==> src/hw/vrsc_map.vh <==
// Purpose: Register map and timing constants of the requester/system
//          controller configuration block.
// Assumes: AXI4-Lite word addressing, 10 MHz system clock.
// Notes:   Printed offsets are odd, so each one is kept as an index and
//          the byte address is four times the index.
`ifndef VRSC_MAP_VH
`define VRSC_MAP_VH

// Register indices and derived byte addresses
`define VRSC_IDX_SYSCTL       32'hfffe2001
`define VRSC_IDX_REQCFG       32'hfffe2003
`define VRSC_ADDR_SYSCTL      8'h04
`define VRSC_ADDR_REQCFG      8'h0c
`define VRSC_ADDR_W           8

// System controller config fields
`define VRSC_SC_IS_SYSCON     0
`define VRSC_SC_SW_RESET      1
`define VRSC_SC_BOARD_FAIL    2
`define VRSC_SC_ROBIN         3

// Requester config fields
`define VRSC_RQ_LEVEL_LO      0
`define VRSC_RQ_LEVEL_HI      1
`define VRSC_RQ_NEVER_REL     3
`define VRSC_RQ_REL_DONE      4
`define VRSC_RQ_REQ_ON_NEG    5
`define VRSC_RQ_HAS_BUS       6
`define VRSC_RQ_HOLD_BUS      7

// Reset values
`define VRSC_LEVEL_RST        2'h3

// Timing
`define VRSC_CLK_NS           100
`define VRSC_NEG_MIN_NS       150
`define VRSC_REDRIVE_MIN_NS   200
`define VRSC_SYSRESET_NS      200000

// AXI responses
`define VRSC_RESP_OKAY        2'h0
`define VRSC_RESP_SLVERR      2'h2

`endif

==> src/hw/vrsc_top.v <==
// Purpose: Requester and system controller configuration registers with
//          the requester policy that steers bus request and release.
// Assumes: Arbiter grant and bus-busy handshake are simplified to a grant
//          level and a pending-request level; all pins but NRST active high here.
// Notes:   AXI4-Lite slave, one write and one read at a time.
`include "vrsc_map.vh"
module vrsc_top #(
  parameter SYSRESET_CYC = `VRSC_SYSRESET_NS / `VRSC_CLK_NS
) (
  input  wire        CLK_SYS,
  input  wire        NRST,
  input  wire [7:0]  S_AXI_AWADDR,
  input  wire        S_AXI_AWVALID,
  output reg         S_AXI_AWREADY,
  input  wire [31:0] S_AXI_WDATA,
  input  wire [3:0]  S_AXI_WSTRB,
  input  wire        S_AXI_WVALID,
  output reg         S_AXI_WREADY,
  output reg  [1:0]  S_AXI_BRESP,
  output reg         S_AXI_BVALID,
  input  wire        S_AXI_BREADY,
  input  wire [7:0]  S_AXI_ARADDR,
  input  wire        S_AXI_ARVALID,
  output reg         S_AXI_ARREADY,
  output reg  [31:0] S_AXI_RDATA,
  output reg  [1:0]  S_AXI_RRESP,
  output reg         S_AXI_RVALID,
  input  wire        S_AXI_RREADY,
  input  wire        SYSCON_JUMPER,
  input  wire        INHIBIT_SYSFAIL,
  input  wire        WATCHDOG_TIMEOUT,
  input  wire        SYSRESET_IN,
  input  wire        BUS_GRANT,
  input  wire        BR_OTHERS,
  input  wire        CPU_CYCLE_DONE,
  input  wire        CPU_WANTS_BUS,
  output reg         SYSRESET_OUT,
  output reg         SYSFAIL_OUT,
  output reg         FAIL_LED,
  output reg         ROUND_ROBIN,
  output reg         BUS_REQUEST,
  output reg  [1:0]  BUS_REQUEST_LEVEL,
  output reg         BUS_BUSY
);
  localparam NEG_CYC =
    (`VRSC_NEG_MIN_NS + `VRSC_CLK_NS - 1) / `VRSC_CLK_NS;
  localparam REDRIVE_CYC =
    (`VRSC_REDRIVE_MIN_NS + `VRSC_CLK_NS - 1) / `VRSC_CLK_NS;
  // Requester states, one-hot
  localparam S_IDLE  = 4'h1;
  localparam S_REQ   = 4'h2;
  localparam S_OWN   = 4'h4;
  localparam S_WAIT  = 4'h8;

  // Synchronised pins
  wire [6:0] pin_s;
  wire       jumper_s  = pin_s[0];
  wire       inhib_s   = pin_s[1];
  wire       wdog_s    = pin_s[2];
  wire       sysrst_s  = pin_s[3];
  wire       grant_s   = pin_s[4];
  wire       br_oth_s  = pin_s[5];
  wire       done_s    = pin_s[6];

  vrsc_sync2 #(.W(7), .RST(0)) u_sync (
    .clk  (CLK_SYS),
    .nrst (NRST),
    .d    ({CPU_CYCLE_DONE, BR_OTHERS, BUS_GRANT, SYSRESET_IN,
            WATCHDOG_TIMEOUT, INHIBIT_SYSFAIL, SYSCON_JUMPER}),
    .q    (pin_s)
  );

  reg        want_s1_q;
  reg        want_q;
  reg        board_fail_q;
  reg        robin_q;
  reg        swrst_q;
  reg [31:0] swrst_cnt_q;
  reg [1:0]  level_wr_q;
  reg [1:0]  level_q;
  reg        never_rel_q;
  reg        rel_done_q;
  reg        req_neg_q;
  reg        hold_q;
  reg [3:0]  st_q;
  reg [2:0]  neg_cnt_q;
  reg        aw_hold_q;
  reg        w_hold_q;
  reg [7:0]  aw_addr_q;
  reg [31:0] w_data_q;
  reg        w_lane0_q;

  // Processor wish is an async pin too
  always @(posedge CLK_SYS or negedge NRST) begin
    if (!NRST) begin
      want_s1_q <= 1'b0;
      want_q    <= 1'b0;
    end else begin
      want_s1_q <= CPU_WANTS_BUS;
      want_q    <= want_s1_q;
    end
  end

  // Register read value, shared by the read channel
  function [7:0] rd_val;
    input [7:0] a;
    begin
      if (a == `VRSC_ADDR_SYSCTL)
        rd_val = {4'h0, robin_q, board_fail_q, 1'b0, jumper_s};
      else if (a == `VRSC_ADDR_REQCFG)
        rd_val = {hold_q, st_q == S_OWN, req_neg_q, rel_done_q,
                  never_rel_q, 1'b0, level_q};
      else
        rd_val = 8'h00;
    end
  endfunction

  function is_mapped;
    input [7:0] a;
    begin
      is_mapped = (a == `VRSC_ADDR_SYSCTL) || (a == `VRSC_ADDR_REQCFG);
    end
  endfunction

  // Either reset source clears the requester side
  wire any_rst = sysrst_s | swrst_q;

  // Write channel: address and data in either order, response after both
  always @(posedge CLK_SYS or negedge NRST) begin
    if (!NRST) begin
      aw_hold_q     <= 1'b0;
      w_hold_q      <= 1'b0;
      aw_addr_q     <= 8'h00;
      w_data_q      <= 32'h0;
      w_lane0_q     <= 1'b0;
      S_AXI_AWREADY <= 1'b0;
      S_AXI_WREADY  <= 1'b0;
      S_AXI_BVALID  <= 1'b0;
      S_AXI_BRESP   <= `VRSC_RESP_OKAY;
    end else begin
      S_AXI_AWREADY <= ~aw_hold_q & ~S_AXI_AWREADY & ~S_AXI_BVALID;
      S_AXI_WREADY  <= ~w_hold_q & ~S_AXI_WREADY & ~S_AXI_BVALID;
      if (S_AXI_AWVALID & S_AXI_AWREADY) begin
        aw_hold_q <= 1'b1;
        aw_addr_q <= S_AXI_AWADDR;
      end
      if (S_AXI_WVALID & S_AXI_WREADY) begin
        w_hold_q  <= 1'b1;
        w_data_q  <= S_AXI_WDATA;
        w_lane0_q <= S_AXI_WSTRB[0];
      end
      if (aw_hold_q & w_hold_q & ~S_AXI_BVALID) begin
        S_AXI_BVALID <= 1'b1;
        S_AXI_BRESP  <= is_mapped(aw_addr_q) ? `VRSC_RESP_OKAY
                                             : `VRSC_RESP_SLVERR;
        aw_hold_q    <= 1'b0;
        w_hold_q     <= 1'b0;
        S_AXI_AWREADY <= 1'b0;
        S_AXI_WREADY  <= 1'b0;
      end else if (S_AXI_BVALID & S_AXI_BREADY) begin
        S_AXI_BVALID <= 1'b0;
      end
    end
  end

  // Read channel: data one cycle after the address is taken
  always @(posedge CLK_SYS or negedge NRST) begin
    if (!NRST) begin
      S_AXI_ARREADY <= 1'b0;
      S_AXI_RVALID  <= 1'b0;
      S_AXI_RDATA   <= 32'h0;
      S_AXI_RRESP   <= `VRSC_RESP_OKAY;
    end else begin
      S_AXI_ARREADY <= ~S_AXI_ARREADY & ~S_AXI_RVALID & ~S_AXI_ARVALID
                       ? 1'b1 : (~S_AXI_RVALID & ~S_AXI_ARREADY);
      if (S_AXI_ARVALID & S_AXI_ARREADY) begin
        S_AXI_ARREADY <= 1'b0;
        S_AXI_RVALID  <= 1'b1;
        S_AXI_RDATA   <= {24'h0, rd_val(S_AXI_ARADDR)};
        S_AXI_RRESP   <= is_mapped(S_AXI_ARADDR) ? `VRSC_RESP_OKAY
                                                 : `VRSC_RESP_SLVERR;
      end else if (S_AXI_RVALID & S_AXI_RREADY) begin
        S_AXI_RVALID <= 1'b0;
      end
    end
  end

  // Register write strobes, taken once both halves are held
  wire wr_sys_t = aw_hold_q & w_hold_q & ~S_AXI_BVALID & w_lane0_q &
                  (aw_addr_q == `VRSC_ADDR_SYSCTL);
  wire wr_req_t = aw_hold_q & w_hold_q & ~S_AXI_BVALID & w_lane0_q &
                  (aw_addr_q == `VRSC_ADDR_REQCFG);

  // System controller register and software reset pulse
  always @(posedge CLK_SYS or negedge NRST) begin
    if (!NRST) begin
      board_fail_q <= 1'b1;
      robin_q      <= 1'b0;
      swrst_q      <= 1'b0;
      swrst_cnt_q  <= 32'h0;
    end else if (swrst_q) begin
      // Counting out the backplane reset; ends with the bit clear
      if (swrst_cnt_q == SYSRESET_CYC - 1) begin
        swrst_q     <= 1'b0;
        swrst_cnt_q <= 32'h0;
      end else begin
        swrst_cnt_q <= swrst_cnt_q + 32'h1;
      end
      board_fail_q <= 1'b1;
      robin_q      <= 1'b0;
    end else if (sysrst_s) begin
      board_fail_q <= 1'b1;
      robin_q      <= 1'b0;
    end else if (wr_sys_t) begin
      swrst_q      <= w_data_q[`VRSC_SC_SW_RESET];
      board_fail_q <= w_data_q[`VRSC_SC_BOARD_FAIL];
      robin_q      <= w_data_q[`VRSC_SC_ROBIN];
    end
  end

  // Release decision while owning the bus
  wire keep    = hold_q | never_rel_q;
  wire rel_now = ~keep & (rel_done_q ? (done_s & ~want_q)
                                     : br_oth_s);

  // Requester config; level lags until mastership is released
  always @(posedge CLK_SYS or negedge NRST) begin
    if (!NRST) begin
      level_wr_q  <= `VRSC_LEVEL_RST;
      level_q     <= `VRSC_LEVEL_RST;
      never_rel_q <= 1'b0;
      rel_done_q  <= 1'b0;
      req_neg_q   <= 1'b0;
      hold_q      <= 1'b0;
    end else if (any_rst) begin
      level_wr_q  <= `VRSC_LEVEL_RST;
      level_q     <= `VRSC_LEVEL_RST;
      never_rel_q <= 1'b0;
      rel_done_q  <= 1'b0;
      req_neg_q   <= 1'b0;
      hold_q      <= 1'b0;
    end else begin
      if (wr_req_t) begin
        level_wr_q  <= w_data_q[`VRSC_RQ_LEVEL_HI:`VRSC_RQ_LEVEL_LO];
        never_rel_q <= w_data_q[`VRSC_RQ_NEVER_REL];
        rel_done_q  <= w_data_q[`VRSC_RQ_REL_DONE];
        req_neg_q   <= w_data_q[`VRSC_RQ_REQ_ON_NEG];
        hold_q      <= w_data_q[`VRSC_RQ_HOLD_BUS];
      end
      if (st_q == S_OWN && rel_now)
        level_q <= level_wr_q;
    end
  end

  // Requester state machine
  always @(posedge CLK_SYS or negedge NRST) begin
    if (!NRST) begin
      st_q      <= S_IDLE;
      neg_cnt_q <= 3'h0;
    end else if (any_rst) begin
      st_q      <= S_IDLE;
      neg_cnt_q <= 3'h0;
    end else begin
      case (st_q)
        S_IDLE: begin
          if (hold_q | want_q) // never-release alone no request
            st_q <= S_REQ;
        end
        S_REQ: begin
          if (grant_s)
            st_q <= S_OWN;
        end
        S_OWN: begin
          if (rel_now) begin
            st_q      <= req_neg_q ? S_WAIT : S_IDLE;
            neg_cnt_q <= 3'h0;
          end
        end
        S_WAIT: begin
          // Negation seen for NEG_CYC, then quiet for REDRIVE_CYC
          if (br_oth_s && neg_cnt_q < NEG_CYC)
            neg_cnt_q <= 3'h0;
          else if (neg_cnt_q == NEG_CYC + REDRIVE_CYC)
            st_q <= S_IDLE;
          else
            neg_cnt_q <= neg_cnt_q + 3'h1;
        end
        default: st_q <= S_IDLE;
      endcase
    end
  end

  // Registered pin drives
  always @(posedge CLK_SYS or negedge NRST) begin
    if (!NRST) begin
      SYSRESET_OUT      <= 1'b0;
      SYSFAIL_OUT       <= 1'b0;
      FAIL_LED          <= 1'b0;
      ROUND_ROBIN       <= 1'b0;
      BUS_REQUEST       <= 1'b0;
      BUS_REQUEST_LEVEL <= `VRSC_LEVEL_RST;
      BUS_BUSY          <= 1'b0;
    end else begin
      SYSRESET_OUT      <= swrst_q;
      SYSFAIL_OUT       <= board_fail_q & ~inhib_s;
      FAIL_LED          <= board_fail_q | wdog_s;
      ROUND_ROBIN       <= robin_q;
      BUS_REQUEST       <= (st_q == S_REQ);
      BUS_REQUEST_LEVEL <= level_q;
      BUS_BUSY          <= (st_q == S_OWN);
    end
  end

endmodule // vrsc_top

==> src/hw/vrsc_sync2.v <==
// Purpose: Two-stage synchroniser for a vector of asynchronous levels.
// Assumes: Inputs are slow levels; no multi-bit coherence needed.
// Notes:   First stage feeds only the second stage.
module vrsc_sync2 #(
  parameter W   = 1,
  parameter RST = 0
) (
  input  wire         clk,
  input  wire         nrst,
  input  wire [W-1:0] d,
  output reg  [W-1:0] q
);
  reg [W-1:0] meta_q;

  // Two flops per bit against metastability
  always @(posedge clk or negedge nrst) begin
    if (!nrst) begin
      meta_q <= RST[W-1:0];
      q      <= RST[W-1:0];
    end else begin
      meta_q <= d;
      q      <= meta_q;
    end
  end
endmodule // vrsc_sync2

==> config.mk <==
export PLATFORM = sky130hd
export DESIGN_NAME = vrsc_top
export DESIGN_NICKNAME = d
export VERILOG_FILES = /design/src/hw/vrsc_top.v /design/src/hw/vrsc_sync2.v
export VERILOG_INCLUDE_DIRS = /design/src /design/src/hw
export SDC_FILE = /design/constraint.sdc
export NUM_CORES = 1
export LEC_CHECK = 0
export ABC_AREA = 0
export BUFFER_PORTS_ARGS = -buffer_cell sky130_fd_sc_hd__buf_2
export CAP_MARGIN = 25
export CORE_ASPECT_RATIO = 1.1
export CORE_MARGIN = 8
export CORE_UTILIZATION = 40
export DETAILED_ROUTE_END_ITERATION = 12
export PLACE_DENSITY_LB_ADDON = 0.08
export RECOVER_POWER = 100
export SLEW_MARGIN = 20
export SYNTH_ARGS = -nofsm -noshare
export SYNTH_HDL_FRONTEND = slang
export SYNTH_SLANG_ARGS = --single-unit
==> constraint.sdc <==
create_clock -name CLK_SYS -period 3 [get_ports CLK_SYS]
set_input_delay 0.15 -clock CLK_SYS [delete_from_list [all_inputs] [get_ports CLK_SYS]]
set_output_delay 0.15 -clock CLK_SYS [all_outputs]
set_load 0.05 [all_outputs]
# Yosys cells after proc, flatten, opt, wreduce, memory -nomap -nowiden
# Index checks and enable logic that the tools add are counted.
# op_classes
add_sub_neg,2
n_lt_le_gt_ge,1
eq_ne,16
muxes,53
bitwise,34
reduce_logical,14
# op_table
op,count
$add A32 B1 Y32 const B,1
$eq A32 B11 Y1 const B,1
$mux W32,1
$mux W1,31
$mux W4,7
$and A1 B1 Y1,19
$eq A8 B3 Y1 const B,2
$eq A8 B4 Y1 const B,2
$mux W8,2
$pmux W4 S4,1
$mux W2,6
$mux W3,4
$ne A3 B3 Y1 const B,4
$reduce_bool A2 Y1,6
$not A1 Y1,11
$pmux W3 S2,1
$reduce_bool A3 Y1,2
$reduce_and A5 Y1,1
$eq A4 B1 Y1 const B,1
$eq A4 B2 Y1 const B,1
$eq A4 B3 Y1 const B,1
$eq A4 B4 Y1 const B,1
$ne A4 B4 Y1 const B,1
$or A1 B1 Y1,4
other kinds (7),9
# word_totals
register_bits,110
in_bits,67
out_inout_bits,49

# Logic depth before layout (Yosys ltp)
# Gate-level depths: netlist of run 1.
# depth
ltp_word,7
depth_mapped,6
ltp_nobuf,6

# Cells and area by module
# From an unflattened synthesis of run 1, not the netlist that was laid out.
# hier_totals
cells_unflattened,397
hier_area_um2,4631.9
# by_module_without_submodules
mod,n_inst,cells_each,area_each_um2,seq_area_each_um2
vrsc_top,1,383,4281.6,2337.2
vrsc_sync2,1,14,350.3,350.3

# Worst setup path before layout of run 1
# Ideal clock, no wire load.
# synth_timing
kind,reg2reg
from,register aw_addr_q[5]
to,register hold_q
arrival_ns,1.729
slack_ns,1.145
path_stages_with_launch,6
cell_sequence,dfrtp_1 or4_4 or4_4 buf_6 mux2i_1 nor2_1
# synth_via
elab_chain_cells,3
# synth_rtl
element,line_no,rtl
from (decl),vrsc_top.v:89,reg [7:0] aw_addr_q;
from (signal assigned),vrsc_top.v:133,aw_addr_q <= 8'h00;
from (signal assigned),vrsc_top.v:145,aw_addr_q <= S_AXI_AWADDR;
$eq A8 B4 Y1 (no line),--,
$and A1 B1 Y1,vrsc_top.v:191,wire wr_req_t = aw_hold_q & w_hold_q & ~S_AXI_BVALID & w_lane0_q &
$reduce_bool A2 Y1 (no line),--,
to (signal assigned),vrsc_top.v:248,hold_q <= w_data_q[`VRSC_RQ_HOLD_BUS];
to (decl),vrsc_top.v:84,reg hold_q;
# Every way passes these cells.
# A chain may end at the register's enable or synchronous reset.

# Worst setup path after layout of run 1
# layout_timing
from,register swrst_cnt_q[0]
to,register swrst_cnt_q[3]
# layout_via
elab_chain_cells,2
elab_cells_between_ends,3
cone_classes,add/sub (1); eq/ne (1); mux (1)
# layout_rtl
element,line_no,rtl
from (decl),vrsc_top.v:78,reg [31:0] swrst_cnt_q;
from (signal assigned),vrsc_top.v:207,swrst_cnt_q <= swrst_cnt_q + 32'h1;
$add A32 B1 Y32 or $eq A32 B11 Y1 (tied branches),"vrsc_top.v:207, vrsc_top.v:203",
$mux W32 (*),vrsc_top.v:203,if (swrst_cnt_q == SYSRESET_CYC - 1) begin
# Mark *: on every way between the ends. The rest lies on a longest branch, timed or not.

==> results, run 1 <==
- The yosys synthesis warning count is 0.
- The commonest register cell after synthesis is sky130_fd_sc_hd__dfrtp_1.
- The H-tree depth reported by CTS is 3.
- The biggest area contributor in the post-synthesis netlist is sky130_fd_sc_hd__dfrtp_1.
- The repair_antennas step left the layout with diodes totalling 0.
- The area after detailed placement is 4960 um^2.
- The total wirelength of the detailed-routed design is 9.47 mm.
- For this run, global-route usage on met3 was measured as under 10%.
- The mean instance size in the synthesized netlist is 11.7 um^2.
- After technology mapping, the gate count stands at just under 400.
- The cell with the largest stage delay on the worst path is sky130_fd_sc_hd__nor3_1.
- In this run, CTS created clock tree buffers numbering 9.
- The later-pin clock latency in the skew report is approximately 350 ps.
- Global routing finished with a remaining overflow of 0.
- Setup repair after global routing left no endpoint under its margin.
- The post-CTS repair timing setup buffer count is 0.
- Of the post-synthesis cell area, the dominant cell type holds 54.2%.
- The global-route usage over all layers is 13.1%.
- After global routing, the most crowded layer is met2.
- No sink is reached through more buffers than the 2 on the longest clock path.
- The routed layout has 3052 vias.
- After clock tree synthesis, the clock-pin slew on the worst setup and hold paths is 70 ps.
- Yosys mapped the design onto 47 distinct sky130hd cell types.
- In this run the power density over the cells is 685 nW/um^2.
- The most critical setup path has its startpoint at swrst_cnt_q[0]$_DFFE_PN0P_.
- The most critical setup path has its endpoint at swrst_cnt_q[3]$_DFFE_PN0P_.
- The maximum cell stage delay along the critical path is 860 ps.
- Synthesis inferred 107 register bits.
- VDD sags by at most 301 uV.
- The residual antenna-violating net count after detailed routing is 0.
- The final worst hold slack is 26.5 ps.
- The CTS tree is done.
- STA classifies the critical path endpoint as a flop.
- The floorplan step defined a die boundary enclosing between 15000 and 20000 um^2.
- The endpoint of the worst-slack reg-to-reg timing path is swrst_cnt_q[3]$_DFFE_PN0P_.
- The worst reg2reg path startpoint is swrst_cnt_q[0]$_DFFE_PN0P_.
- The met2 routing resource usage after global routing is a little over a fifth.
- At the end of routability-driven placement, the weighted congestion stood at 0.786.
- The worst setup path is launched from a flop.
- The initial antenna violation count was 0.
- The setup path with the least slack is of type reg2reg.
- The maximum number of pins on one net before global-route repair is 60.
- The finished cells cover about 5300 um^2.
- Setup total negative slack on the finished layout was measured at 0 ps.
- The first-iteration detailed-routing DRC count is ~120.
- The total count of hold-check failures in the final report is 0.
- CTS placed an instance of sky130_fd_sc_hd__clkbuf_16 at the clock tree root.
- The post-synthesis async set-or-reset flop share is 100%.
- The sequential cell area fraction in the yosys report is 58.8%.
- Before antenna repair, the detailed router went through 4 iterations.
- The completed layout was analyzed and its total power is 3.63 mW.
- The area of combinational cells with multiple inputs is between 1500 and 2000 um^2.
- The number of DRC violations after detailed routing is 0.
- The via count of the first global-routing pass was 3150.
- Data arrives at the worst endpoint at 2480 ps.
- The critical path goes through ha_1, nor4b_1, nand4_1, nor3_1, o21ai_0.
- Post-CTS repair changed the size of 0 cells.
- The worst hold path was traced through 2 stages.
- The signed area change from the synthesized netlist to the final layout is 15.9%.
- The summed instance area of the synthesized netlist is 4570 um^2.
- On the final layout, the worst clock skew is 8.89 ps.
- approximately 120 I/O pins were placed.
- The tool flagged a number of max-cap violations equal to 0.
- The total count of max-transition violations in the final report is 0.
- The number of setup violations in the final report is 0.
- The die is 128 um tall.
- The first-pass GRT wire length is 16.0 mm.
- Summed over all cells, the static leakage comes to 2.39 nW.
- For the pin with the worst max-slew slack, the measured transition is roughly 1200 ps.
- The number of vias per cell is 4.90.
- The sink count of the clock tree is ~110.
- The filler cells instantiated in the layout total 1105.
- The mean routed wirelength per cell is 15.2 um.
- The count of buffers inserted at the top-level ports is 61.
- The core region is 11300 um^2.
- The routing usage on met1 is 16.0%.
- Of all nets on the critical path, the largest fanout is 10.
- The run finished with clean final reports.
- For this configuration, the core starts out at a cell density of 40.3%.
- The final HPWL from detailed placement is 6.63 mm.
- The worst slew slack as a fraction of its limit is 18.6%.
- The fmax is around 0.43 GHz.
- For flop-to-flop paths, the worst setup slack is around 690 ps.
- The net count of the finished layout is 538.
- The register area is ~2700 um^2.
- Measured in cells, the most critical reg-to-reg path has a length of 5.
- In this run the worst hold path is classified as in2reg.
- The number of enable flip-flop cells after synthesis is 0.
- The floorplan step set the die width to about 120 um.
- Sorting the synthesized cells by area gives the leading types as sky130_fd_sc_hd__dfrtp_1 (54%), sky130_fd_sc_hd__xnor2_1 (5.0%), sky130_fd_sc_hd__dfstp_2 (4.6%).
- The final critical path takes up 76.9% of the cycle.
- The cell row count is 41.
- At the worst endpoint, the required time is 3170 ps.
- The fraction of final layout cells sized beyond drive strength 1 is roughly 16%.
- The shortest period the worst path allows is approximately 2300 ps.
[worst max-delay path: cells and delay by family (launching register included)]
kind / cells / cell delay [ps]
AOI/OAI and AO/OA: 1 / 230
adders and majority gates: 1 / 240
DFF: 1 / 390
and+or+nand+nor: 3 / 1280
[cells in the mapped netlist (8+ instances only)]
cell type	instances
sky130_fd_sc_hd__dfrtp_1	99
sky130_fd_sc_hd__buf_4	26
sky130_fd_sc_hd__inv_1	12
sky130_fd_sc_hd__dfstp_2	8
sky130_fd_sc_hd__nand2_1	35
sky130_fd_sc_hd__xnor2_1	26
sky130_fd_sc_hd__mux2i_1	11
sky130_fd_sc_hd__a21oi_1	9
sky130_fd_sc_hd__nand3_1	21
sky130_fd_sc_hd__nand4_1	16
sky130_fd_sc_hd__o21ai_0	17
sky130_fd_sc_hd__nor2_1	12
sky130_fd_sc_hd__mux2_2	16
[cell families after synthesis]
logic type	after synthesis	share of synthesized area, %
mux	27	6.35
fa+ha+maj	3	0.821
simple gates	137	16.8
other cells	1	0.0820
flops	107	58.8
compound gates	42	5.74
xor+xnor	28	5.36
buf+inv	46	6.10
[placed cells by master, fill, tap and decap left out, types with 15 or more instances in the layout]
master,instances
sky130_fd_sc_hd__dfrtp_1,99
sky130_fd_sc_hd__buf_2,37
sky130_fd_sc_hd__nand2_1,35
sky130_fd_sc_hd__clkbuf_1,27
sky130_fd_sc_hd__xnor2_1,26
sky130_fd_sc_hd__conb_1,26
sky130_fd_sc_hd__nand3_1,21
sky130_fd_sc_hd__o21ai_0,17
sky130_fd_sc_hd__nand4_1,16
sky130_fd_sc_hd__mux2_2,15
[flip-flops by register name, indices dropped and copies added (netlist names), 2 cells and up]
register / flops
aw_addr_q: 8
u_sync.meta_q: 7
S_AXI_RDATA: 8
w_data_q: 7
st_q: 4
neg_cnt_q: 3
level_wr_q: 2
u_sync.q: 7
BUS_REQUEST_LEVEL: 2
level_q: 2
swrst_cnt_q: 32
[per-stage QoR]
step | util [%] | setup slack [ps] | instances
2_1_floorplan | - | 1150 | 416
4_1_cts | 47.5 | 992 | 623
3_3_place_gp | 43.8 | 1060 | 596
6_report | 46.8 | 693 | 623
3_5_place_dp | 43.8 | 1040 | 596
5_1_grt | 46.8 | 454 | 623
[repair_timing]
item                                    CTS  global route
hold buffers                             11             0
endpoints found under the hold margin    54             0
endpoints found under the setup margin    0             0
[per-layer routing]
layer / part of all wire, % / routed length, um
met3: 4.1 / 390
met2: 50 / 4700
met5: 0 / 0
met4: 1.2 / 113
met1: 45 / 4270
[worst min-delay path by stage]
| stage | startpoint | end | slack [ps] |
|---|---|---|---|
| after floorplan | NRST | BUS_BUSY$_DFF_PN0_ | -150 |
| after global placement | NRST | S_AXI_ARREADY$_DFF_PN0_ | 220 |
| after detailed placement | NRST | S_AXI_ARREADY$_DFF_PN0_ | 220 |
| after CTS | S_AXI_WDATA[0] | w_data_q[0]$_DFFE_PN0P_ | 20 |
| after global routing | S_AXI_WDATA[0] | w_data_q[0]$_DFFE_PN0P_ | 30 |
| final | S_AXI_WDATA[0] | w_data_q[0]$_DFFE_PN0P_ | 30 |
[layout make-up]
type                            count  area share, %
Tap cell                          150           3.54
Inverter                           12          0.849
Timing Repair Buffer               75           7.57
Clock buffer                       13           4.91
Multi-Input combinational cell    263           31.6
Clock inverter                      3          0.873
Sequential cell                   107           50.7
[power by group]
| group | switching [mW] | internal [mW] | total, mW |
|---|---|---|---|
| clock | 0.518 | 0.697 | 1.22 |
| combinational | 0.427 | 0.214 | 0.641 |
| sequential | 0.130 | 1.65 | 1.78 |
| total | 1.08 | 2.56 | 3.63 |
(Power assumes the default switching activity.)
==> inputs of run 2 (changes only) <==
- ABC_AREA: 0 -> 1
- clock period: 3 -> 2.2 ns (I/O delays scaled with it)
==> results, run 2 <==
- The portion of total power attributed to combinational logic is 21.5% (was 17.6%).
- The library cell occupying the most area in the post-synthesis netlist is sky130_fd_sc_hd__dfrtp_1 (unchanged).
- The initial antenna violation count is 0 (unchanged).
- The cell row count is 44 (was 41).
- The number of flip-flops under the largest register name is 32 (unchanged).
- The final design utilization is 47.6% (was 46.8%).
- The number of antenna cells inserted is 0 (unchanged).
- The width of the chip is 126 um (was 118 um).
- The area share of the leading cell type in the synthesized netlist is 46.4% (was 54.2%).
- The later-pin clock latency in the skew report is 360 ps (was 350 ps).
- The post-CTS repair timing setup buffer count was 0 (unchanged).
- The signed area change from the synthesized netlist to the final layout is 16.8% (was 15.9%).
- The fmax is 0.540 GHz (was 0.433 GHz).
- The total negative setup slack is 0 ps (unchanged).
- The worst ir drop on vdd is 576 uV (was 301 uV).
- Most frequent cells in the layout: sky130_fd_sc_hd__nand2_1 (210), sky130_fd_sc_hd__nor2_1 (103), sky130_fd_sc_hd__dfrtp_1 (99), sky130_fd_sc_hd__inv_1 (71), sky130_fd_sc_hd__nand3_1 (48) (was sky130_fd_sc_hd__dfrtp_1 (99), sky130_fd_sc_hd__buf_2 (37), sky130_fd_sc_hd__nand2_1 (35), sky130_fd_sc_hd__clkbuf_1 (27)).
- The total of max-cap violations was 0 (unchanged).
- The number of standard cells after synthesis is 679 (was 391).
- The number of vias per cell is 4.71 (was 4.90).
- The transition time at the pin with the least slew margin was 1120 ps (was 1220 ps).
- The worst reg2reg path startpoint is swrst_cnt_q[1]$_DFFE_PN0P_ (was swrst_cnt_q[0]$_DFFE_PN0P_).
- The most frequent standard cell in the layout excluding fill and tap cells is sky130_fd_sc_hd__nand2_1 (was sky130_fd_sc_hd__dfrtp_1).
- The global-route usage over all layers is 14.7% (was 13.1%).
- The share of the clock period used by the worst path came to 84.1% (was 76.9%).
- The final HPWL from detailed placement came to 9.15 mm (was 6.63 mm).
- The fraction of final layout cells sized beyond drive strength 1 is 11.9% (was 16.3%).
- The mean instance size in the synthesized netlist was 7.87 um^2 (was 11.7 um^2).
- The net count of the finished layout is 846 (was 538).
- The CTS tree is done (unchanged).
- Result of the run: completed (unchanged).
- The initial cell density of the core is 40.8% (was 40.3%).
- The total count of max-transition violations in the final report is 0 (unchanged).
- The summed instance area of the synthesized netlist was 5340 um^2 (was 4570 um^2).
- The total of cells resized after clock tree synthesis is 0 (unchanged).
- The clock tree skew after final layout is 11.0 ps (was 8.89 ps).
- The die boundary height is 137 um (was 128 um).
- The commonest register cell after synthesis is sky130_fd_sc_hd__dfrtp_1 (unchanged).
- Most instantiated cells after synthesis: sky130_fd_sc_hd__nand2_1 (210), sky130_fd_sc_hd__nor2_1 (100), sky130_fd_sc_hd__dfrtp_1 (99), sky130_fd_sc_hd__inv_1 (69), sky130_fd_sc_hd__nand3_1 (46) (was sky130_fd_sc_hd__dfrtp_1 (99), sky130_fd_sc_hd__nand2_1 (35), sky130_fd_sc_hd__buf_4 (26), sky130_fd_sc_hd__xnor2_1 (26), sky130_fd_sc_hd__nand3_1 (21)).
- The switching component of the power was 1.80 mW (was 1.08 mW).
- The total number of vias is 4433 (was 3052).
- Largest registers ranked by flip-flop count: swrst_cnt_q: 32 flops, S_AXI_RDATA: 8 flops, aw_addr_q: 8 flops (unchanged).
- The number of cell instances on the worst register-to-register path was 8 (was 5).
- The residual antenna-violating net count after detailed routing came to 0 (unchanged).
- The cell chosen for the clock root was sky130_fd_sc_hd__clkbuf_16 (unchanged).
- The yosys synthesis warning count is 0 (unchanged).
- The via count of the first global-routing pass is 4365 (was 3150).
- The sink count of the clock tree is 107 (unchanged).
- The clock slew at the register clock pins of the worst setup and hold paths is 80 ps (was 70 ps).
- The number of setup violations in the final report is 0 (unchanged).
- The critical path arrival came to 2090 ps (was 2480 ps).
- The path category of the worst min-delay check is in2reg (unchanged).
- The first-iteration detailed-routing DRC count is 182 (was 119).
- The I/O pin total is 116 (unchanged).
- The count of buffers inserted at the top-level ports is 61 (unchanged).
- The core outline area was 13100 um^2 (was 11300 um^2).
- The final design instance area without fill is 6240 um^2 (was 5300 um^2).
- The first-pass GRT wire length is 20.5 mm (was 16.0 mm).
- The final cell count without fillers is 942 (was 623).
- The internal cell power is 3.35 mW (was 2.56 mW).
- The register-to-register setup slack is 350 ps (was 690 ps).
- The startpoint-to-endpoint class of the critical path is reg2reg (unchanged).
- The number of optimization iterations in the first detailed-route pass is 4 (unchanged).
- The leakage power came to 3.23 nW (was 2.39 nW).
- The largest register by flop count is swrst_cnt_q (unchanged).
- The die footprint came to 17300 um^2 (was 15100 um^2).
- The number of enable flip-flop cells after synthesis is 0 (unchanged).
- The maximum number of pins on one net before global-route repair came to 47 (was 60).
- The area after detailed placement is 5750 um^2 (was 4960 um^2).
- The sequential cell area fraction in the yosys report is 50.3% (was 58.8%).
- The total wirelength of the detailed-routed design is 12.0 mm (was 9.47 mm).
- The H-tree depth reported by CTS is 3 (unchanged).
- The fraction of power spent switching nets is 34.9% (was 29.6%).
- The worst slew slack as a fraction of its limit is 25.2% (was 18.6%).
- The post-synthesis async set-or-reset flop share is 100% (unchanged).
- The sequential share of power is 47.6% (was 48.9%).
- The post-synthesis register bit count is 107 (unchanged).
- The number of unique standard cell types used by synthesis is 33 (was 47).
- The mean routed wirelength per cell was 12.8 um (was 15.2 um).
- The placer's final routability congestion estimate was 0.837 (was 0.786).
- The highest fanout seen on the critical path is 20 (was 10).
- The endpoint of the worst-slack reg-to-reg timing path is swrst_cnt_q[19]$_DFFE_PN0P_ (was swrst_cnt_q[3]$_DFFE_PN0P_).
- Unrepaired setup endpoints after global routing: false (unchanged).
- The total clock buffers created by CTS is 9 (unchanged).
- The cell total after placement is 899 (was 596).
- The number of DRC violations after detailed routing is 0 (unchanged).
- The sort of element at the start of the critical path is a flop (unchanged).
- Largest cells by area after synthesis: sky130_fd_sc_hd__dfrtp_1 (46%), sky130_fd_sc_hd__nand2_1 (15%), sky130_fd_sc_hd__nor2_1 (7.0%) (was sky130_fd_sc_hd__dfrtp_1 (54%), sky130_fd_sc_hd__xnor2_1 (5.0%), sky130_fd_sc_hd__dfstp_2 (4.6%)).
- The power share of the clock group is 30.9% (was 33.4%).
- The end point of the critical path is swrst_cnt_q[19]$_DFFE_PN0P_ (was swrst_cnt_q[3]$_DFFE_PN0P_).
- The aggregate global routing overflow came to 0 (unchanged).
- The total count of hold-check failures in the final report is 0 (unchanged).
- The shortest period the worst path allows is 1850 ps (was 2310 ps).
- The maximum number of buffers from clock root to sink is 2 (unchanged).
- The category of the worst setup path capture point is a flop (unchanged).
- The library cell with the highest instance count after synthesis is sky130_fd_sc_hd__nand2_1 (was sky130_fd_sc_hd__dfrtp_1).
- The data required time at the worst endpoint is 2440 ps (was 3170 ps).
- The ratio of total power to cell area is 825 nW/um^2 (was 685 nW/um^2).
- The origin of the worst setup path is swrst_cnt_q[1]$_DFFE_PN0P_ (was swrst_cnt_q[0]$_DFFE_PN0P_).
-- run 2: cells by family (layout without fill, tap and decap cells) --
kind of cell / Yosys count / after routing / share of synthesized area, %
simple gates: 411 / 411 / 33.7
buf+inv: 109 / 186 / 10.2
flops: 107 / 107 / 50.3
compound gates: 41 / 41 / 3.93
xor+xnor: 7 / 7 / 1.15
fa+ha+maj: 3 / 3 / 0.702
other cells: 1 / 26 / 0.0702
-- run 2: cell type report --
cell class	instances	area [um^2]
fillers	1325	6860
well taps	161	201
inverters	74	278
repair buffers	96	609
multi-input cells	488	2170
clock inverters	7	67.6
flip-flops and latches	107	2690
clock buffers	9	225
-- run 2: power by group through the flow --
stage | Combinational [mW] | Sequential [mW] | Clock [mW]
after CTS | 1.15 | 2.46 | 1.64
after detailed placement | 1.12 | 2.49 | 0
after global routing | 1.24 | 2.49 | 1.72
after floorplan | 0.624 | 2.70 | 0
after global placement | 1.09 | 2.48 | 0
final | 1.11 | 2.45 | 1.59
-- run 2: timing repair --
action,4_1_cts,5_1_grt
setup endpoints to repair,0,0
endpoints found under the hold margin,65,0
hold buffers,27,0
-- run 2: how the worst min path moves through the flow --
| stage | to | cells past startpoint | slack [ps] | start |
|---|---|---|---|---|
| floorplan | BUS_BUSY$_DFF_PN0_ | 0 | -190 | NRST |
| global placement | swrst_cnt_q[9]$_DFFE_PN0P_ | 1 | 140 | NRST |
| detailed placement | swrst_cnt_q[21]$_DFFE_PN0P_ | 1 | 150 | NRST |
| CTS | S_AXI_RDATA[3]$_DFFE_PN0P_ | 4 | 50 | S_AXI_ARADDR[3] |
| global route | S_AXI_RDATA[2]$_DFFE_PN0P_ | 3 | 80 | S_AXI_ARADDR[2] |
| finish | S_AXI_RDATA[3]$_DFFE_PN0P_ | 4 | 60 | S_AXI_ARADDR[3] |
-- run 2: per-layer routing --
layer | vias up | GRT usage, % | share of wire (%)
li1 | 2257 | - | -
met1 | 2072 | 18.2 | 45
met2 | 88 | 24.7 | 49
met3 | 16 | 2.71 | 3.6
met4 | 0 | 6.69 | 2.1
met5 | - | 0 | 0
-- run 2: through the flow --
step / total power [mW] / hold WS (ps) / setup WS, ps
floorplan: 3.32 / -186 / 742
global placement: 3.57 / 142 / 446
detailed placement: 3.61 / 155 / 399
CTS: 5.25 / 50.0 / 395
global route: 5.45 / 82.6 / 110
finish: 5.15 / 61.7 / 350
-- run 2: critical path: stages, from the launching register on --
cell	delay, ps
sky130_fd_sc_hd__dfrtp_1	390
sky130_fd_sc_hd__ha_1	230
sky130_fd_sc_hd__nand3_2	110
sky130_fd_sc_hd__inv_1	170
sky130_fd_sc_hd__nand2_1	70
sky130_fd_sc_hd__nor2_1	130
sky130_fd_sc_hd__nand3_2	400
sky130_fd_sc_hd__nand2_1	200
sky130_fd_sc_hd__nor2_1	60
==> inputs of run 3 (changes only) <==
- clock period: 2.2 -> 1.8 ns (I/O delays scaled with it)
==> results, run 3 (synthesized netlist as in run 2, its figures left out) <==
- The first-pass GRT wire length came to 20.8 mm (was 20.5 mm).
- The residual antenna-violating net count after detailed routing is 0 (unchanged).
- The sink count of the clock tree is 107 (unchanged).
- The total number of vias came to 4446 (was 4433).
- The worst ir drop on vdd is 843 uV (was 576 uV).
- The final HPWL from detailed placement is 9.28 mm (was 9.15 mm).
- The net count of the finished layout is 849 (was 846).
- The total count of hold-check failures in the final report is 0 (unchanged).
- The leakage power is 3.22 nW (was 3.23 nW).
- The clock slew at the register clock pins of the worst setup and hold paths is 80 ps (about the same).
- The clock tree skew after final layout is 8.33 ps (was 11.0 ps).
- The transition time at the pin with the least slew margin is 689 ps (was 1120 ps).
- The I/O pin total is 116 (unchanged).
- The most frequent standard cell in the layout excluding fill and tap cells is sky130_fd_sc_hd__nand2_1 (unchanged).
- The number of fill cells came to 1331 (was 1325).
- The final design utilization is 47.8% (was 47.6%).
- The startpoint-to-endpoint class of the critical path is reg2reg (unchanged).
- The die footprint is 17300 um^2 (unchanged).
- The mean routed wirelength per cell came to 13.0 um (was 12.8 um).
- The total negative setup slack is 0 ps (unchanged).
- The number of DRC violations after detailed routing is 0 (unchanged).
- The total wirelength of the detailed-routed design is 12.3 mm (was 12.0 mm).
- The number of setup violations in the final report came to 0 (unchanged).
- The core outline area is 13100 um^2 (unchanged).
- The CTS tree was done (unchanged).
- The initial antenna violation count is 0 (unchanged).
- The aggregate global routing overflow is 0 (unchanged).
- The die boundary height is 137 um (unchanged).
- Unrepaired setup endpoints after global routing: false (unchanged).
- Largest registers ranked by flip-flop count: swrst_cnt_q: 32 flops, S_AXI_RDATA: 8 flops, aw_addr_q: 8 flops (unchanged).
- The post-CTS repair timing setup buffer count came to 0 (unchanged).
- The placer's final routability congestion estimate was 0.868 (was 0.837).
- The total of max-cap violations is 0 (unchanged).
- The worst slew slack as a fraction of its limit was 54.1% (was 25.2%).
- The fraction of final layout cells sized beyond drive strength 1 is 12.2% (was 11.9%).
- The signed area change from the synthesized netlist to the final layout was 17.3% (was 16.8%).
- The width of the chip was 126 um (unchanged).
- The maximum number of pins on one net before global-route repair is 61 (was 47).
- The maximum number of buffers from clock root to sink is 2 (unchanged).
- The total of cells resized after clock tree synthesis is 0 (unchanged).
- The data required time at the worst endpoint is 2060 ps (was 2440 ps).
- The cell row count is 44 (unchanged).
- Most frequent cells in the layout: sky130_fd_sc_hd__nand2_1 (211), sky130_fd_sc_hd__nor2_1 (101), sky130_fd_sc_hd__dfrtp_1 (99), sky130_fd_sc_hd__inv_1 (69), sky130_fd_sc_hd__nand3_1 (47) (was sky130_fd_sc_hd__nand2_1 (210), sky130_fd_sc_hd__nor2_1 (103), sky130_fd_sc_hd__dfrtp_1 (99), sky130_fd_sc_hd__inv_1 (71), sky130_fd_sc_hd__nand3_1 (48)).
- The number of optimization iterations in the first detailed-route pass is 4 (unchanged).
- The initial cell density of the core was 40.8% (unchanged).
- The total clock buffers created by CTS is 9 (unchanged).
- The largest register by flop count was swrst_cnt_q (unchanged).
- The first-iteration detailed-routing DRC count is 208 (was 182).
- The H-tree depth reported by CTS is 3 (unchanged).
- The sort of element at the start of the critical path is a flop (unchanged).
- The shortest period the worst path allows is 1600 ps (was 1850 ps).
- Result of the run: completed (unchanged).
- The via count of the first global-routing pass is 4386 (was 4365).
- The share of the clock period used by the worst path came to 89.1% (was 84.1%).
- The number of antenna cells inserted is 0 (unchanged).
- The global-route usage over all layers is 15.0% (was 14.7%).
- The highest fanout seen on the critical path is 15 (was 20).
- The path category of the worst min-delay check is in2reg (unchanged).
- The later-pin clock latency in the skew report came to 360 ps (about the same).
- The count of buffers inserted at the top-level ports is 61 (unchanged).
- The fmax came to 0.624 GHz (was 0.540 GHz).
- The critical path arrival is 1860 ps (was 2090 ps).
- The cell chosen for the clock root was sky130_fd_sc_hd__clkbuf_16 (unchanged).
- The number of vias per cell is 4.70 (was 4.71).
- The number of flip-flops under the largest register name is 32 (unchanged).
- The category of the worst setup path capture point was a flop (unchanged).
- The number of buffers inserted for hold repair after clock tree synthesis came to 27 (unchanged).
- The total count of max-transition violations in the final report is 0 (unchanged).
- The ratio of total power to cell area was 1010 nW/um^2 (was 825 nW/um^2).
==> run 3: cell count changes in the layout (fill, tap and decap cells not counted), moves of 2 or more <==
cell | before | now
sky130_fd_sc_hd__inv_2 | 2 | 4
sky130_fd_sc_hd__clkbuf_1 | 25 | 29
sky130_fd_sc_hd__inv_1 | 71 | 69
sky130_fd_sc_hd__nor2_1 | 103 | 101
sky130_fd_sc_hd__buf_4 | 4 | 2
==> run 3: cell type report <==
cell class / instances / area, um^2 / share of cell area, %
clock inverters: 7 / 68.8 / 1.10
repair buffers: 99 / 614 / 9.80
inverters: 74 / 278 / 4.43
flip-flops and latches: 107 / 2690 / 42.9
well taps: 161 / 201 / 3.21
clock buffers: 9 / 225 / 3.59
multi-input cells: 488 / 2190 / 35.0
==> run 3: metrics by stage <==
step                      cells  hold slack [ps]  power, mW  cell area (um^2)  worst slack [ps]
after floorplan             704             -206       4.06              5440               342
after global placement      902             31.8       4.38              5780               268
after detailed placement    902             34.5       4.42              5780               240
after CTS                   945             30.2       6.45              6340               231
after global routing        945             55.5       6.70              6270              36.3
final                       945             38.5       6.31              6270               197
==> run 3: per-layer routing <==
layer  routed length [um]  global-route usage (%)  vias up
met5                    0                       0        -
met1                 5550                    18.3     2087
met2                 6040                    25.5       80
met4                  241                    7.09        0
li1                     -                       -     2262
met3                  495                    2.83       17
==> run 3: path summary, 6_finish.rpt <==
path | cells after the start | end | from | slack, ps
max | 9 | swrst_cnt_q[8]$_DFFE_PN0P_ | swrst_cnt_q[0]$_DFFE_PN0P_ | 200
min in group asynchronous | 2 | swrst_cnt_q[26]$_DFFE_PN0P_ | NRST | 310
max in group asynchronous | 3 | st_q[1]$_DFFE_PN0P_ | NRST | 480
max reg2reg | 9 | swrst_cnt_q[8]$_DFFE_PN0P_ | swrst_cnt_q[0]$_DFFE_PN0P_ | 200
min | 4 | S_AXI_RDATA[0]$_DFFE_PN0P_ | S_AXI_ARADDR[3] | 40
min reg2reg | 0 | want_q$_DFF_PN0_ | want_s1_q$_DFF_PN0_ | 350
==> run 3: critical path, stage by stage (launching register included) <==
cell and delay [ps]:
sky130_fd_sc_hd__dfrtp_1 390, sky130_fd_sc_hd__ha_1 220, sky130_fd_sc_hd__nand3_2 120, sky130_fd_sc_hd__inv_2 120
sky130_fd_sc_hd__nand2_1 60, sky130_fd_sc_hd__nor2_1 130, sky130_fd_sc_hd__nand3_2 90, sky130_fd_sc_hd__buf_2 230
sky130_fd_sc_hd__nand3_1 110, sky130_fd_sc_hd__inv_1 40
==> run 3: power by group <==
part | internal [mW] | switching (mW)
clock network | 0.974 | 0.982
registers | 2.77 | 0.235
logic | 0.355 | 0.995
